==> config.mk <==
export PLATFORM = sky130hd
export DESIGN_NAME = ec_mode_ctrl
export DESIGN_NICKNAME = d
export VERILOG_FILES = /design/src/ec_pkg.sv /design/src/ec_lin_canceller.sv /design/src/ec_nl_canceller.sv /design/src/ec_mode_ctrl.sv
export SDC_FILE = /design/constraint.sdc
export NUM_CORES = 2
export LEC_CHECK = 0
export BUFFER_PORTS_ARGS = -buffer_cell sky130_fd_sc_hd__buf_2
export CAP_MARGIN = 25
export CORE_ASPECT_RATIO = 1.1
export CORE_MARGIN = 5
export CORE_UTILIZATION = 65
export DETAILED_ROUTE_END_ITERATION = 7
export PLACE_DENSITY = 0.91
export SLEW_MARGIN = 30
export SYNTH_ARGS = -nofsm -noshare
export SYNTH_HDL_FRONTEND = slang
export SYNTH_SLANG_ARGS = --single-unit
==> constraint.sdc <==
create_clock -name clk -period 36 [get_ports clk]
set_input_delay 5.4 -clock clk [delete_from_list [all_inputs] [get_ports clk]]
set_output_delay 5.4 -clock clk [all_outputs]
set_load 0.03 [all_outputs]
==> src/ec_pkg.sv <==
// Constants, register layouts and helper functions for the echo canceller mode control.
// What this block does
// RQ1 - With the DC tap bit set, the last data tap of the linear canceller carries a constant +1.
// RQ2 - With the DC tap bit clear, the last data tap carries the oldest transmit sample like any other tap.
// RQ3 - Linear canceller coefficients adapt only while the adaptation enable bit is set.
// RQ4 - With adaptation off, the coefficients keep their current values.
// RQ5 - While the coefficient clear bit is set, every coefficient is forced to zero on every cycle.
// RQ6 - The output suppress bit forces the echo replica to zero before it is subtracted.
// RQ7 - Output suppression does not stop coefficient adaptation.
// RQ8 - The two-bit linear step code selects a normalized gain of 1, 4, 64 or 512.
// RQ9 - The invert bit negates the receive path in two's complement at the nonlinear canceller output.
// RQ10 - The invert bit acts independently of all other nonlinear canceller settings.
// RQ11 - The nonlinear canceller has its own adapt, clear and suppress bits acting as in the linear one.
// RQ12 - The three-bit delay field delays the nonlinear canceller's transmit symbol input by that many symbols.
// RQ13 - The nonlinear gain bit makes the adaptation step eight times larger when set.
package ec_pkg;

    // ****************************************
    // Register map
    // ****************************************
    localparam logic [7:0] EC_LIN_CTRL_ADDR = 8'h08;
    localparam logic [7:0] EC_NL_CTRL_ADDR = 8'h09;
    localparam logic [7:0] EC_LIN_CTRL_RESET = 8'h00;
    localparam logic [7:0] EC_NL_CTRL_RESET = 8'h00;
    localparam logic [7:0] EC_LIN_CTRL_MASK = 8'h3F;
    localparam logic [7:0] EC_UNMAPPED_DATA = 8'h00;

    // ****************************************
    // Arithmetic constants
    // ****************************************
    localparam int EC_FRAC_BITS = 8;
    localparam logic signed [2:0] EC_DC_TAP_LEVEL = 3'sd1;
    localparam logic [3:0] EC_LIN_SHIFT_G1 = 4'd0;
    localparam logic [3:0] EC_LIN_SHIFT_G4 = 4'd2;
    localparam logic [3:0] EC_LIN_SHIFT_G64 = 4'd6;
    localparam logic [3:0] EC_LIN_SHIFT_G512 = 4'd9;
    localparam logic [3:0] EC_NL_SHIFT_LOW = 4'd0;
    localparam logic [3:0] EC_NL_SHIFT_HIGH = 4'd3;
    localparam int EC_NL_MAX_DELAY = 7;

    // Bit 7 down to bit 0 of the linear control register.
    typedef struct packed {
        logic [1:0] unused;
        logic dc_offset_tap_force;
        logic adapt;
        logic zero_coef;
        logic zero_out;
        logic [1:0] gain;
    } ec_lin_ctrl_s;

    // Bit 7 down to bit 0 of the nonlinear control register.
    typedef struct packed {
        logic negate;
        logic [2:0] delay;
        logic adapt;
        logic zero_coef;
        logic zero_out;
        logic gain;
    } ec_nl_ctrl_s;

    // Quat code is sign then magnitude: sign 1 is positive, magnitude 0 is the outer level.
    function automatic logic signed [2:0] ec_quat_level(input logic [1:0] code);
        case (code)
            2'b00: ec_quat_level = -3'sd3;
            2'b01: ec_quat_level = -3'sd1;
            2'b10: ec_quat_level = 3'sd3;
            default: ec_quat_level = 3'sd1;
        endcase
    endfunction : ec_quat_level

    function automatic logic [3:0] ec_lin_shift(input logic [1:0] gain);
        case (gain)
            2'b00: ec_lin_shift = EC_LIN_SHIFT_G1;
            2'b01: ec_lin_shift = EC_LIN_SHIFT_G4;
            2'b10: ec_lin_shift = EC_LIN_SHIFT_G64;
            default: ec_lin_shift = EC_LIN_SHIFT_G512;
        endcase
    endfunction : ec_lin_shift

endpackage : ec_pkg

==> src/ec_lin_canceller.sv <==
// Linear echo canceller: transmit delay line, replica sum and sign-error coefficient update.
`timescale 1ns/1ns
module ec_lin_canceller #(
    parameter int TAPS = 8,
    parameter int CW = 24,
    parameter int RW = 16
) (
    // Clock and reset
    input wire logic clk,
    input wire logic rst,
    // Control and data
    input ec_pkg::ec_lin_ctrl_s ctrl,
    input wire logic signed [2:0] tx_level,
    input wire logic signed [RW-1:0] err,
    // Results
    output logic signed [RW-1:0] replica,
    output logic signed [2:0] last_tap,
    output logic [TAPS-1:0][CW-1:0] coefs
);
    import ec_pkg::*;

    logic signed [2:0] dline [TAPS-1];
    logic signed [2:0] tap [TAPS];
    logic signed [CW+3:0] acc;

    always_ff @(posedge clk) begin
        if (rst) begin
            for (int i = 0; i < TAPS - 1; i++) dline[i] <= '0;
        end else begin
            dline[0] <= tx_level;
            for (int i = 1; i < TAPS - 1; i++) dline[i] <= dline[i-1];
        end
    end

    always_comb begin
        tap[0] = tx_level;
        for (int i = 1; i < TAPS - 1; i++) tap[i] = dline[i-1];
        // RQ1 RQ2 last tap select
        tap[TAPS-1] = ctrl.dc_offset_tap_force ? EC_DC_TAP_LEVEL : dline[TAPS-2];
    end
    assign last_tap = tap[TAPS-1];

    always_comb begin
        acc = '0;
        for (int i = 0; i < TAPS; i++) begin
            acc = acc + (CW+4)'(signed'(coefs[i])) * (CW+4)'(tap[i]);
        end
        replica = RW'(acc >>> EC_FRAC_BITS);
    end

    // Sign-error update keeps the adder narrow; the step is the tap level scaled by the gain.
    always_ff @(posedge clk) begin
        // RQ5 RQ3 RQ4 clear adapt hold
        if (rst || ctrl.zero_coef) begin
            coefs <= '0;
        end else if (ctrl.adapt) begin
            for (int i = 0; i < TAPS; i++) begin
                // RQ8 gain step select
                if (err < 0) coefs[i] <= coefs[i] - (CW'(tap[i]) << ec_lin_shift(ctrl.gain));
                else coefs[i] <= coefs[i] + (CW'(tap[i]) << ec_lin_shift(ctrl.gain));
            end
        end
    end

endmodule : ec_lin_canceller

==> src/ec_nl_canceller.sv <==
// Nonlinear echo canceller: delayed symbol pair addresses a table of adaptive replica entries.
`timescale 1ns/1ns
module ec_nl_canceller #(
    parameter int CW = 24,
    parameter int RW = 16
) (
    // Clock and reset
    input wire logic clk,
    input wire logic rst,
    // Control and data
    input ec_pkg::ec_nl_ctrl_s ctrl,
    input wire logic [1:0] tx_quat,
    input wire logic signed [RW-1:0] err,
    // Results
    output logic signed [RW-1:0] replica,
    output logic [1:0] sym,
    output logic [15:0][CW-1:0] coefs
);
    import ec_pkg::*;

    logic [1:0] dline [EC_NL_MAX_DELAY];
    logic [1:0] prev_sym;
    logic [3:0] idx;

    always_ff @(posedge clk) begin
        if (rst) begin
            for (int i = 0; i < EC_NL_MAX_DELAY; i++) dline[i] <= '0;
            prev_sym <= '0;
        end else begin
            dline[0] <= tx_quat;
            for (int i = 1; i < EC_NL_MAX_DELAY; i++) dline[i] <= dline[i-1];
            prev_sym <= sym;
        end
    end

    // RQ12 symbol delay select
    assign sym = (ctrl.delay == 3'd0) ? tx_quat : dline[ctrl.delay - 3'd1];
    assign idx = {sym, prev_sym};
    assign replica = RW'(signed'(coefs[idx]) >>> EC_FRAC_BITS);

    always_ff @(posedge clk) begin
        // RQ11 own clear and freeze
        if (rst || ctrl.zero_coef) begin
            coefs <= '0;
        end else if (ctrl.adapt) begin
            // RQ13 eight times step
            if (err < 0) coefs[idx] <= coefs[idx] - (CW'(1) << (ctrl.gain ? EC_NL_SHIFT_HIGH : EC_NL_SHIFT_LOW));
            else coefs[idx] <= coefs[idx] + (CW'(1) << (ctrl.gain ? EC_NL_SHIFT_HIGH : EC_NL_SHIFT_LOW));
        end
    end

endmodule : ec_nl_canceller

==> src/ec_mode_ctrl.sv <==
// Top of the echo canceller mode control: register port, both cancellers and the receive path.
`timescale 1ns/1ns
module ec_mode_ctrl #(
    parameter int LIN_TAPS = 8,
    parameter int CW = 24,
    parameter int RW = 16
) (
    // Clock and reset
    input wire logic clk,
    input wire logic rst,
    // Microprocessor register port
    input wire logic up_cs,
    input wire logic up_wr,
    input wire logic up_rd,
    input wire logic [7:0] up_addr,
    input wire logic [7:0] up_wdata,
    output logic [7:0] up_rdata,
    // Transmit symbols and receive samples
    input wire logic [1:0] tx_quat,
    input wire logic signed [RW-1:0] rx_in,
    output logic signed [RW-1:0] rx_out
);
    import ec_pkg::*;

    // ****************************************
    // Elaboration checks
    // ****************************************
    if (LIN_TAPS < 2) begin : g_bad_taps
        $error("LIN_TAPS must be at least 2");
    end
    if (CW < RW + EC_FRAC_BITS || RW < 4) begin : g_bad_width
        $error("Coefficient width too small for the receive width");
    end

    // ****************************************
    // Control registers
    // ****************************************
    ec_lin_ctrl_s lin_ctrl;
    ec_nl_ctrl_s nl_ctrl;
    logic lin_sel;
    logic nl_sel;

    assign lin_sel = up_cs && (up_addr == EC_LIN_CTRL_ADDR);
    assign nl_sel = up_cs && (up_addr == EC_NL_CTRL_ADDR);

    // Bits 7 and 6 of the linear register have no function and stay zero.
    always_ff @(posedge clk) begin
        if (rst) begin
            lin_ctrl <= EC_LIN_CTRL_RESET;
        end else if (lin_sel && up_wr) begin
            lin_ctrl <= up_wdata & EC_LIN_CTRL_MASK;
        end
    end

    always_ff @(posedge clk) begin
        if (rst) begin
            nl_ctrl <= EC_NL_CTRL_RESET;
        end else if (nl_sel && up_wr) begin
            nl_ctrl <= up_wdata;
        end
    end

    // Read data is registered; it holds between reads so a slow host may sample it late.
    always_ff @(posedge clk) begin
        if (rst) begin
            up_rdata <= EC_UNMAPPED_DATA;
        end else if (up_cs && up_rd) begin
            if (lin_sel) up_rdata <= lin_ctrl;
            else if (nl_sel) up_rdata <= nl_ctrl;
            else up_rdata <= EC_UNMAPPED_DATA;
        end
    end

    // ****************************************
    // Cancellers
    // ****************************************
    logic signed [2:0] tx_level;
    logic signed [RW-1:0] lin_rep;
    logic signed [RW-1:0] nl_rep;
    logic signed [2:0] lin_last_tap;
    logic [1:0] nl_sym;
    logic [LIN_TAPS-1:0][CW-1:0] lin_coefs;
    logic [15:0][CW-1:0] nl_coefs;
    logic signed [RW-1:0] lin_diff;
    logic signed [RW-1:0] nl_diff;

    assign tx_level = ec_quat_level(tx_quat);

    ec_lin_canceller #(
        .TAPS(LIN_TAPS),
        .CW(CW),
        .RW(RW)
    ) u_lin (
        .clk(clk),
        .rst(rst),
        .ctrl(lin_ctrl),
        .tx_level(tx_level),
        .err(nl_diff),
        .replica(lin_rep),
        .last_tap(lin_last_tap),
        .coefs(lin_coefs)
    );

    ec_nl_canceller #(
        .CW(CW),
        .RW(RW)
    ) u_nl (
        .clk(clk),
        .rst(rst),
        .ctrl(nl_ctrl),
        .tx_quat(tx_quat),
        .err(nl_diff),
        .replica(nl_rep),
        .sym(nl_sym),
        .coefs(nl_coefs)
    );

    // ****************************************
    // Receive path
    // ****************************************
    // Both cancellers adapt on the final residual, so suppressing one replica still trains it.
    always_comb begin
        // RQ6 RQ7 replica suppress
        lin_diff = rx_in - (lin_ctrl.zero_out ? RW'(0) : lin_rep);
        // RQ11 nonlinear suppress
        nl_diff = lin_diff - (nl_ctrl.zero_out ? RW'(0) : nl_rep);
    end

    always_ff @(posedge clk) begin
        if (rst) begin
            rx_out <= '0;
        end else begin
            // RQ9 RQ10 path invert
            rx_out <= nl_ctrl.negate ? -nl_diff : nl_diff;
        end
    end

    // ****************************************
    // Checks
    // ****************************************
    function automatic logic [CW-1:0] mag(input logic [CW-1:0] v);
        mag = v[CW-1] ? -v : v;
    endfunction : mag

    a_dc_tap_force: // RQ1
        assert property (@(posedge clk) disable iff (rst)
            lin_ctrl.dc_offset_tap_force |-> lin_last_tap == EC_DC_TAP_LEVEL)
        else $error("last tap is not +1 while the DC tap is forced");

    a_dc_tap_normal: // RQ2
        assert property (@(posedge clk) disable iff (rst)
            (!lin_ctrl.dc_offset_tap_force && !$past(rst, LIN_TAPS))
            |-> lin_last_tap == $past(tx_level, LIN_TAPS - 1))
        else $error("last tap does not carry the oldest transmit sample");

    a_lin_adapt_on: // RQ3
        assert property (@(posedge clk) disable iff (rst)
            (lin_ctrl.adapt && !lin_ctrl.zero_coef) |=> lin_coefs != $past(lin_coefs))
        else $error("linear coefficients did not move while adapting");

    a_lin_freeze: // RQ4
        assert property (@(posedge clk) disable iff (rst)
            (!lin_ctrl.adapt && !lin_ctrl.zero_coef) |=> lin_coefs == $past(lin_coefs))
        else $error("linear coefficients changed while frozen");

    a_lin_clear: // RQ5
        assert property (@(posedge clk) disable iff (rst)
            lin_ctrl.zero_coef[*2] |-> lin_coefs == '0)
        else $error("linear coefficients not zero while clearing");

    a_both_suppress: // RQ6
        assert property (@(posedge clk) disable iff (rst)
            (lin_ctrl.zero_out && nl_ctrl.zero_out && !nl_ctrl.negate) |=> rx_out == $past(rx_in))
        else $error("replica not suppressed");

    a_suppress_adapts: // RQ7
        assert property (@(posedge clk) disable iff (rst)
            (lin_ctrl.zero_out && lin_ctrl.adapt && !lin_ctrl.zero_coef)
            |=> lin_coefs[0] != $past(lin_coefs[0]))
        else $error("suppression stopped linear adaptation");

    a_lin_step_size: // RQ8
        assert property (@(posedge clk) disable iff (rst)
            (lin_ctrl.adapt && !lin_ctrl.zero_coef)
            |=> mag(lin_coefs[0] - $past(lin_coefs[0]))
                == (mag(CW'($past(tx_level))) << ec_lin_shift($past(lin_ctrl.gain))))
        else $error("linear step does not match the gain code");

    a_path_negate: // RQ9
        assert property (@(posedge clk) disable iff (rst)
            nl_ctrl.negate |=> rx_out == RW'(-$past(nl_diff)))
        else $error("receive path not negated");

    a_negate_indep: // RQ10
        assert property (@(posedge clk) disable iff (rst)
            (nl_ctrl.negate && nl_ctrl.zero_out && lin_ctrl.zero_out) |=> rx_out == RW'(-$past(rx_in)))
        else $error("negation affected by other settings");

    a_nl_clear_hold: // RQ11
        assert property (@(posedge clk) disable iff (rst)
            (nl_ctrl.zero_coef |=> nl_coefs == '0)
            and ((!nl_ctrl.adapt && !nl_ctrl.zero_coef) |=> nl_coefs == $past(nl_coefs)))
        else $error("nonlinear clear or freeze misbehaved");

    a_sym_delay: // RQ12
        assert property (@(posedge clk) disable iff (rst)
            (nl_ctrl.delay == 3'd2 && $stable(nl_ctrl) && !$past(rst, 2)) |-> nl_sym == $past(tx_quat, 2))
        else $error("nonlinear symbol delay wrong");

    a_nl_step_size: // RQ13
        assert property (@(posedge clk) disable iff (rst)
            (nl_ctrl.adapt && !nl_ctrl.zero_coef)
            |=> mag(nl_coefs[$past({nl_sym, u_nl.prev_sym})] - $past(nl_coefs[{nl_sym, u_nl.prev_sym}]))
                == (CW'(1) << ($past(nl_ctrl.gain) ? EC_NL_SHIFT_HIGH : EC_NL_SHIFT_LOW)))
        else $error("nonlinear step does not match the gain bit");

    // ****************************************
    // Register port, receive path and canceller checks
    // ****************************************
    // A write must land whole on the next cycle, or a mode change would be seen half applied.
    a_lin_write_lands: // RQ1
        assert property (@(posedge clk) disable iff (rst)
            (lin_sel && up_wr) |=> lin_ctrl == ($past(up_wdata) & EC_LIN_CTRL_MASK))
        else $error("linear control write did not land");

    a_nl_write_lands: // RQ12
        assert property (@(posedge clk) disable iff (rst)
            (nl_sel && up_wr) |=> nl_ctrl == $past(up_wdata))
        else $error("nonlinear control write did not land");

    a_lin_reg_hold: // RQ3
        assert property (@(posedge clk) disable iff (rst)
            !(lin_sel && up_wr) |=> $stable(lin_ctrl))
        else $error("linear control changed without a write");

    a_nl_reg_hold: // RQ11
        assert property (@(posedge clk) disable iff (rst)
            !(nl_sel && up_wr) |=> $stable(nl_ctrl))
        else $error("nonlinear control changed without a write");

    a_lin_read_data: // RQ8
        assert property (@(posedge clk) disable iff (rst)
            (lin_sel && up_rd) |=> up_rdata == $past(lin_ctrl))
        else $error("linear control read back wrong");

    a_nl_read_data: // RQ13
        assert property (@(posedge clk) disable iff (rst)
            (nl_sel && up_rd) |=> up_rdata == $past(nl_ctrl))
        else $error("nonlinear control read back wrong");

    a_unmapped_read: // RQ3
        assert property (@(posedge clk) disable iff (rst)
            (up_cs && up_rd && !lin_sel && !nl_sel) |=> up_rdata == EC_UNMAPPED_DATA)
        else $error("unmapped read did not return zero");

    a_rdata_hold: // RQ3
        assert property (@(posedge clk) disable iff (rst)
            !(up_cs && up_rd) |=> $stable(up_rdata))
        else $error("read data changed without a read");

    a_lin_spare_zero: // RQ1
        assert property (@(posedge clk) disable iff (rst)
            lin_ctrl.unused == 2'b00)
        else $error("spare linear control bits not zero");

    a_normal_path: // RQ6
        assert property (@(posedge clk) disable iff (rst)
            (!lin_ctrl.zero_out && !nl_ctrl.zero_out && !nl_ctrl.negate)
            |=> rx_out == $past(rx_in - lin_rep - nl_rep))
        else $error("receive path did not subtract both replicas");

    a_lin_only_suppress: // RQ6
        assert property (@(posedge clk) disable iff (rst)
            (lin_ctrl.zero_out && !nl_ctrl.zero_out && !nl_ctrl.negate)
            |=> rx_out == $past(rx_in - nl_rep))
        else $error("linear suppression did not remove only the linear replica");

    a_lin_rep_cleared: // RQ5
        assert property (@(posedge clk) disable iff (rst)
            lin_ctrl.zero_coef[*2] |-> lin_rep == '0)
        else $error("linear replica not zero while clearing");

    a_nl_adapt_moves: // RQ11
        assert property (@(posedge clk) disable iff (rst)
            (nl_ctrl.adapt && !nl_ctrl.zero_coef) |=> nl_coefs != $past(nl_coefs))
        else $error("nonlinear coefficients did not move while adapting");

    a_nl_sym_direct: // RQ12
        assert property (@(posedge clk) disable iff (rst)
            nl_ctrl.delay == 3'd0 |-> nl_sym == tx_quat)
        else $error("nonlinear symbol delayed with a zero delay field");

endmodule : ec_mode_ctrl

Yosys cells after proc, flatten, opt, wreduce, memory -nomap -nowiden
Memories as Yosys holds them, arrays and structs flattened.
Index checks and enable logic that the tools add are counted.
- logic and storage cells: 176
- bits in latches: 0
- register bits after elaboration: 616
- memories: 2
- memory bits (read-only): 0
- output and inout bits: 24
- bits of input ports: 39
- memory bits (writable): 35
- add/subtract/negate cells: 29
- multipliers: 8
- magnitude comparators: 3
- reductions and logical operators: 11
- equal/unequal tests: 6
- multiplexer cells: 48
- bitwise logic cells: 14
- shifts and indexed selects: 17
- div/mod/pow operators: 0
- memories (memory ; words ; bits a word ; read ports ; clocked after memory_dff ; write ports ; line ; RTL):
    u_lin.dline ; 7 ; 3 ; 7 ; 0 ; 7 ; ec_lin_canceller.sv:22 ; logic signed [2:0] dline [TAPS-1];
    u_nl.dline ; 7 ; 2 ; 7 ; 0 ; 7 ; ec_nl_canceller.sv:21 ; logic [1:0] dline [EC_NL_MAX_DELAY];
- operator list (cell ; number):
    $bwmux 384 ; 2
    $add 24x24->24 ; 16
    $mux 384 ; 1
    $shl 24x4->24 ; 16
    $mux 24 ; 10
    $sub 24x24->24 ; 9
    $mul 24x3->24 ; 8
    $bmux 24 s4 ; 1
    $demux 24 s4 ; 1
    $mux 16 ; 3
    $sub 16x16->16 ; 2
    $mux 3 ; 8
    $mux 4 ; 6
    $shl 1x4->24 const A ; 1
    $mux 2 ; 9
    $eq 8x4->1 const B ; 2
    $lt 16x1->1 const B ; 1
    $mux 8 ; 2
    $neg 16->16 ; 1
    $or 1x1->1 ; 14
    $pmux 4 s3 ; 1
    $pmux 3 s3 ; 1
    $logic_and 1x1->1 ; 6
    $lt 4x5->1 const B ; 1
    other kinds (8) ; 14

Depth between registers and ports, before layout
- word-level depth: 20
- depth in mapped cells: 62
- gate-level depth less buffers: 58

By module
Synthesis repeated with hierarchy kept, for this count alone.
- cells, all modules: 7333
- area, all modules: 60038.8 um2
- modules (own cells, without submodules) (module ; times used ; sequential area each (um2) ; cells an instance ; area each (um2)):
    ec_lin_canceller ; 1 ; 4264.1 ; 4613 ; 36957.9
    ec_nl_canceller ; 1 ; 8007.7 ; 2309 ; 19795.2
    ec_mode_ctrl ; 1 ; 760.7 ; 411 ; 3285.7

Least setup slack after synthesis
Ideal clock, no wire load.
- kind: in2reg
- from: in tx_quat[1]
- to: reg u_lin.coefs[71] (netlist bit)
- arrival time: 18323 ps
- data required time: 35930 ps
- path buffers: 5
- path slack: 17607 ps
- stages: 58
- library setup time: 70 ps
- path through: inv_1 -> ha_1 -> nor2_1 -> nor2_1 -> inv_1 -> clkbuf_1 -> or2_2 -> fa_1 -> fa_1 -> fa_1 -> fa_1 -> inv_1 -> fa_1 -> fa_1 -> inv_1 -> fa_1 -> inv_1 -> ha_1 -> (+22 left out) -> buf_2 -> clkbuf_1 -> nor2_1 -> a21oi_1 -> ha_1 -> nor2b_1 -> o21a_1 -> o21ai_0 -> a311o_1 -> o211ai_1 -> nand2_1 -> a21oi_1 -> a41o_1 -> o41a_1 -> a31o_2 -> and3_1 -> or4_1 -> a21oi_1
- longest elaborated chain between the ends: 15
- elaborated cells on any way between the ends: 21
- classes of those cells: add/sub: 9; mul: 1; order compare: 1; eq/ne: 2; mux: 7; reduce/logical: 1
- RTL lines (element ; line ; RTL):
    start, declared ; ec_mode_ctrl.sv:19 ; input wire logic [1:0] tx_quat,
    $eq 2x2->1, or another cell as far along ; ec_pkg.sv:63 ; case (code)
    $pmux 3 s3 ; ec_pkg.sv:63 ;
    $mul 24x3->24 ; ec_lin_canceller.sv:46 ; acc = acc + (CW+4)'(signed'(coefs[i])) * (CW+4)'(tap[i]);
    $add 24x24->24 (7 in series) ; ec_lin_canceller.sv:46 ;
    $mux 16 ; ec_mode_ctrl.sv:124 ; lin_diff = rx_in - (lin_ctrl.zero_out ? RW'(0) : lin_rep);
    $sub 16x16->16 ; ec_mode_ctrl.sv:124 ;
    $sub 16x16->16 * ; ec_mode_ctrl.sv:126 ; nl_diff = lin_diff - (nl_ctrl.zero_out ? RW'(0) : nl_rep);
    $lt 16x1->1 * ; ec_lin_canceller.sv:59 ; if (err < 0) coefs[i] <= coefs[i] - (CW'(tap[i]) << ec_lin_shift(ctrl.gain));
    $mux 24 * ; ec_lin_canceller.sv:59 ;
    end signal, assigned by index ; ec_lin_canceller.sv:59 ;
    end signal, assigned by index ; ec_lin_canceller.sv:60 ; else coefs[i] <= coefs[i] + (CW'(tap[i]) << ec_lin_shift(ctrl.gain));
    end, declared ; ec_lin_canceller.sv:18 ; output logic [TAPS-1:0][CW-1:0] coefs
Mark *: on every way between the ends. The rest lies on a longest branch, timed or not. The select of a mux whose other input is x is not followed.
A chain may end at the register's enable or synchronous reset.

Final worst setup path
- from: in tx_quat[1]
- to: reg u_lin.coefs[47] (netlist bit)
Same word-level chain as after synthesis.

==> flow_summary.toml <==
[synthesis]
seq_area_frac_synth_pct = 23.44
synthCells = 6469
synthFlopType = "dfxtp_1"
synth_cell_type_count = 91
async_flop_share_pct = 0
synth_edf_count = 0
synth_area_um2 = 55610
synth_nets = 7293
ys_seq_elements = 651
yosys_warnings = 0
avgSynthCellArea_um2 = 8.596

[cts]
numCtsBuffers = 69
clk_latency_ps = 670
cts.repair.resized = 0
root_buffer = "clkbuf_16"
cts_sinks = 651
cts_hold_buf = 0
cts_buffer_depth = 3
path_clk_slew_ps = 60
cts_tree = "built"
htree_levels = 3
post_cts_buffers = 0

[sta]
fin_crit_ps = 20470
finalMaxSlewViolations = 0
tightest_slew_ps = 1055
rsz0062_at_grt = "false"
final-setup-viol-count = 0
skew_ps = 43.17
finalSetupTns_ps = 0
slew_headroom_pct = 29.12
max_freq_mhz = 48.84
period_share_pct = 56.87
final_hold_viol_count = 0

[floorplanning]
core_um2 = 84920
ios = 63
die_x_um = 288.9
die-area_um2 = 91510
die_y_um = 316.8
rows = 112
start_util_pct = 65.48

[routing]
vias = 49590
wl_per_cell_um = 23.37
totalWireLength_mm = 175.8
vias_per_cell = 6.591
drcViolationCount = 0
drtAntennaViolNets = 0
drt_iter0_markers = 7110
dr.pass1.iters = 7

[finish]
drive_above_1_share_pct = 7.331
utilization_pct = 69.62
final_cell_mix = "nand2_1 (823), inv_1 (649), dfxtp_1 (644)"
antenna_cells = 0
syn_to_final_growth_pct = 6.318
final_common_cell = "nand2_1"
final_nets = 7156
fillerInstances = 6021

[power_and_ir_drop]
p_per_area_nw_per_um2 = 54.87
swShare_pct = 44.51
seqPwrFrac_pct = 22.6
ir_worst_vdd_mv = 0.07520
p_int_w = 0.001800
leakage_nw = 24.36
power_frac_comb_pct = 53.6
power_switching_w = 0.001444
pwr-share-clk_pct = 23.8

[critical_path]
crit_path_max_incr_delay_ps = 720
endpoint_kind = "flop"
crit_arrival_ps = 21050
crit_type = "in2reg"
slowest_stage = "buf_4"
crit_family = "compound AO/OA/AOI/OAI gates"
critPathBufInv = 9
path_common_cell = "fa_1"
setup.worst_path.start_class = "primary input"
required_ps = 36580
cp_max_fo = 62

[global_routing]
antenna_found_initial = 1
grt_max_degree = 134
grt_usage_pct = 37.71
grt_overflow = 0
grt_pass1_vias = 50680
grt_pass1_wl_mm = 273.2

[min_path]
hp-class = "reg2reg"

[placed_design]
gp_congestion = 1.036
io_buffers = 62
hpwlAfterDp_mm = 124.4

[job]
drv_cap = 0

[status]
status = "finished, final reports clean"
[kinds of logic after synthesis]
kind of cell,count (synthesis),synth area share [%]
buffers and inverters,1004,6.986
and+or+nand+nor,2088,17.01
DFF,651,23.44
adders and majority gates,785,24.43
AOI/OAI and AO/OA,1264,14.33
xor gates and xnor gates,346,5.582
muxes,331,8.228
[synthesized netlist by cell type (11+ instances only)]
| master | n | share of area [%] |
|---|---|---|
| a211oi_1 | 56 | 0.76 |
| a211oi_2 | 11 | 0.25 |
| a21boi_0 | 26 | 0.35 |
| a21o_1 | 94 | 1.3 |
| a21oi_1 | 348 | 3.1 |
| a22o_1 | 113 | 1.8 |
| a31o_2 | 12 | 0.19 |
| a31oi_1 | 38 | 0.43 |
| and2_1 | 123 | 1.4 |
| and3_1 | 29 | 0.33 |
| buf_1 | 33 | 0.22 |
| buf_2 | 36 | 0.32 |
| clkbuf_1 | 267 | 1.8 |
| dfxtp_1 | 651 | 23 |
| fa_1 | 501 | 18 |
| ha_1 | 284 | 6.4 |
| inv_1 | 650 | 4.4 |
| mux2_2 | 23 | 0.47 |
| mux2i_1 | 208 | 3.7 |
| mux4_2 | 98 | 4.0 |
| nand2_1 | 824 | 5.6 |
| nand2b_1 | 142 | 1.6 |
| nand3_1 | 71 | 0.64 |
| nand3b_1 | 11 | 0.15 |
| nand4_1 | 11 | 0.12 |
| nor2_1 | 605 | 4.1 |
| nor2b_1 | 98 | 1.1 |
| nor3_1 | 68 | 0.61 |
| nor3b_1 | 17 | 0.23 |
| o211ai_1 | 14 | 0.19 |
| o21a_1 | 18 | 0.24 |
| o21ai_0 | 374 | 3.4 |
| o21bai_1 | 30 | 0.41 |
| o22ai_1 | 15 | 0.17 |
| o31ai_1 | 21 | 0.28 |
| or2_2 | 21 | 0.24 |
| or3_1 | 22 | 0.25 |
| xnor2_1 | 221 | 3.5 |
| xor2_1 | 117 | 1.8 |
[layer usage]
| layer | GRT usage, % | vias to the layer above | share of wire, % | wire, um |
|---|---|---|---|---|
| li1 | - | 21190 | - | - |
| met1 | 46.22 | 23770 | 35 | 60810 |
| met2 | 59.69 | 3626 | 45 | 79470 |
| met3 | 10.97 | 1006 | 13 | 23220 |
| met4 | 21.82 | 0 | 7.0 | 12320 |
| met5 | 0 | - | 0 | 0 |
[worst paths after layout]
path,from,end,slack (ps),cells after the start
setup / recovery,tx_quat[1],u_lin.coefs[47]$_SDFFE_PP0P_,15530,56
hold / removal,u_nl.coefs[218]$_SDFFE_PP0P_,u_nl.coefs[218]$_SDFFE_PP0P_,450,2
setup reg to reg,u_lin.dline[0][11]$_SDFF_PP0_,u_lin.coefs[47]$_SDFFE_PP0P_,19950,52
hold reg to reg,u_nl.coefs[218]$_SDFFE_PP0P_,u_nl.coefs[218]$_SDFFE_PP0P_,450,2
[final cells by class]
type / instances / area, um2 / share of cell area [%]
Clock buffer: 94 / 1921 / 3.249
Timing Repair Buffer: 142 / 938.4 / 1.587
Sequential cell: 651 / 13050 / 22.07
Tap cell: 1140 / 1426 / 2.413
Multi-Input combinational cell: 4814 / 38840 / 65.70
Inverter: 654 / 2455 / 4.152
Clock inverter: 29 / 488.0 / 0.8254
[power groups by stage]
stage	clock network (W)	logic, W	registers, W
finish	0.000771	0.00174	0.000734
global route	0.000800	0.00186	0.000735
detailed placement	0	0.00166	0.000750
floorplan	0	0.00128	0.000763
global placement	0	0.00159	0.000750
CTS	0.000768	0.00168	0.000734
[sequential cells by signal, summed over array words and instances, names as in the netlist]
signal         flops
u_nl.coefs       384
u_lin.coefs      192
u_lin.dline       21
nl_ctrl            8
rx_out            16
u_nl.dline        14
u_nl.prev_sym      2
up_rdata           8
lin_ctrl           6
[metrics by stage]
step / hold slack, ps / worst slack (ps) / power (W) / instance area, um2 / std cells
floorplan: 419.8 / 17610 / 0.002041 / 55610 / 6469
global placement: 428.2 / 15510 / 0.002343 / 56590 / 7400
detailed placement: 437.4 / 15360 / 0.002406 / 56670 / 7401
CTS: 450.9 / 15880 / 0.003181 / 59080 / 7524
global route: 468.4 / 14960 / 0.003391 / 59120 / 7524
finish: 449.6 / 15530 / 0.003244 / 59120 / 7524
[tightest hold or removal path, cell delays in order (launching register included)]
cell and delay, ps:
dfxtp_1 310, nand2_1 50, o21ai_1 50
Power figures use the tool's default switching activity.
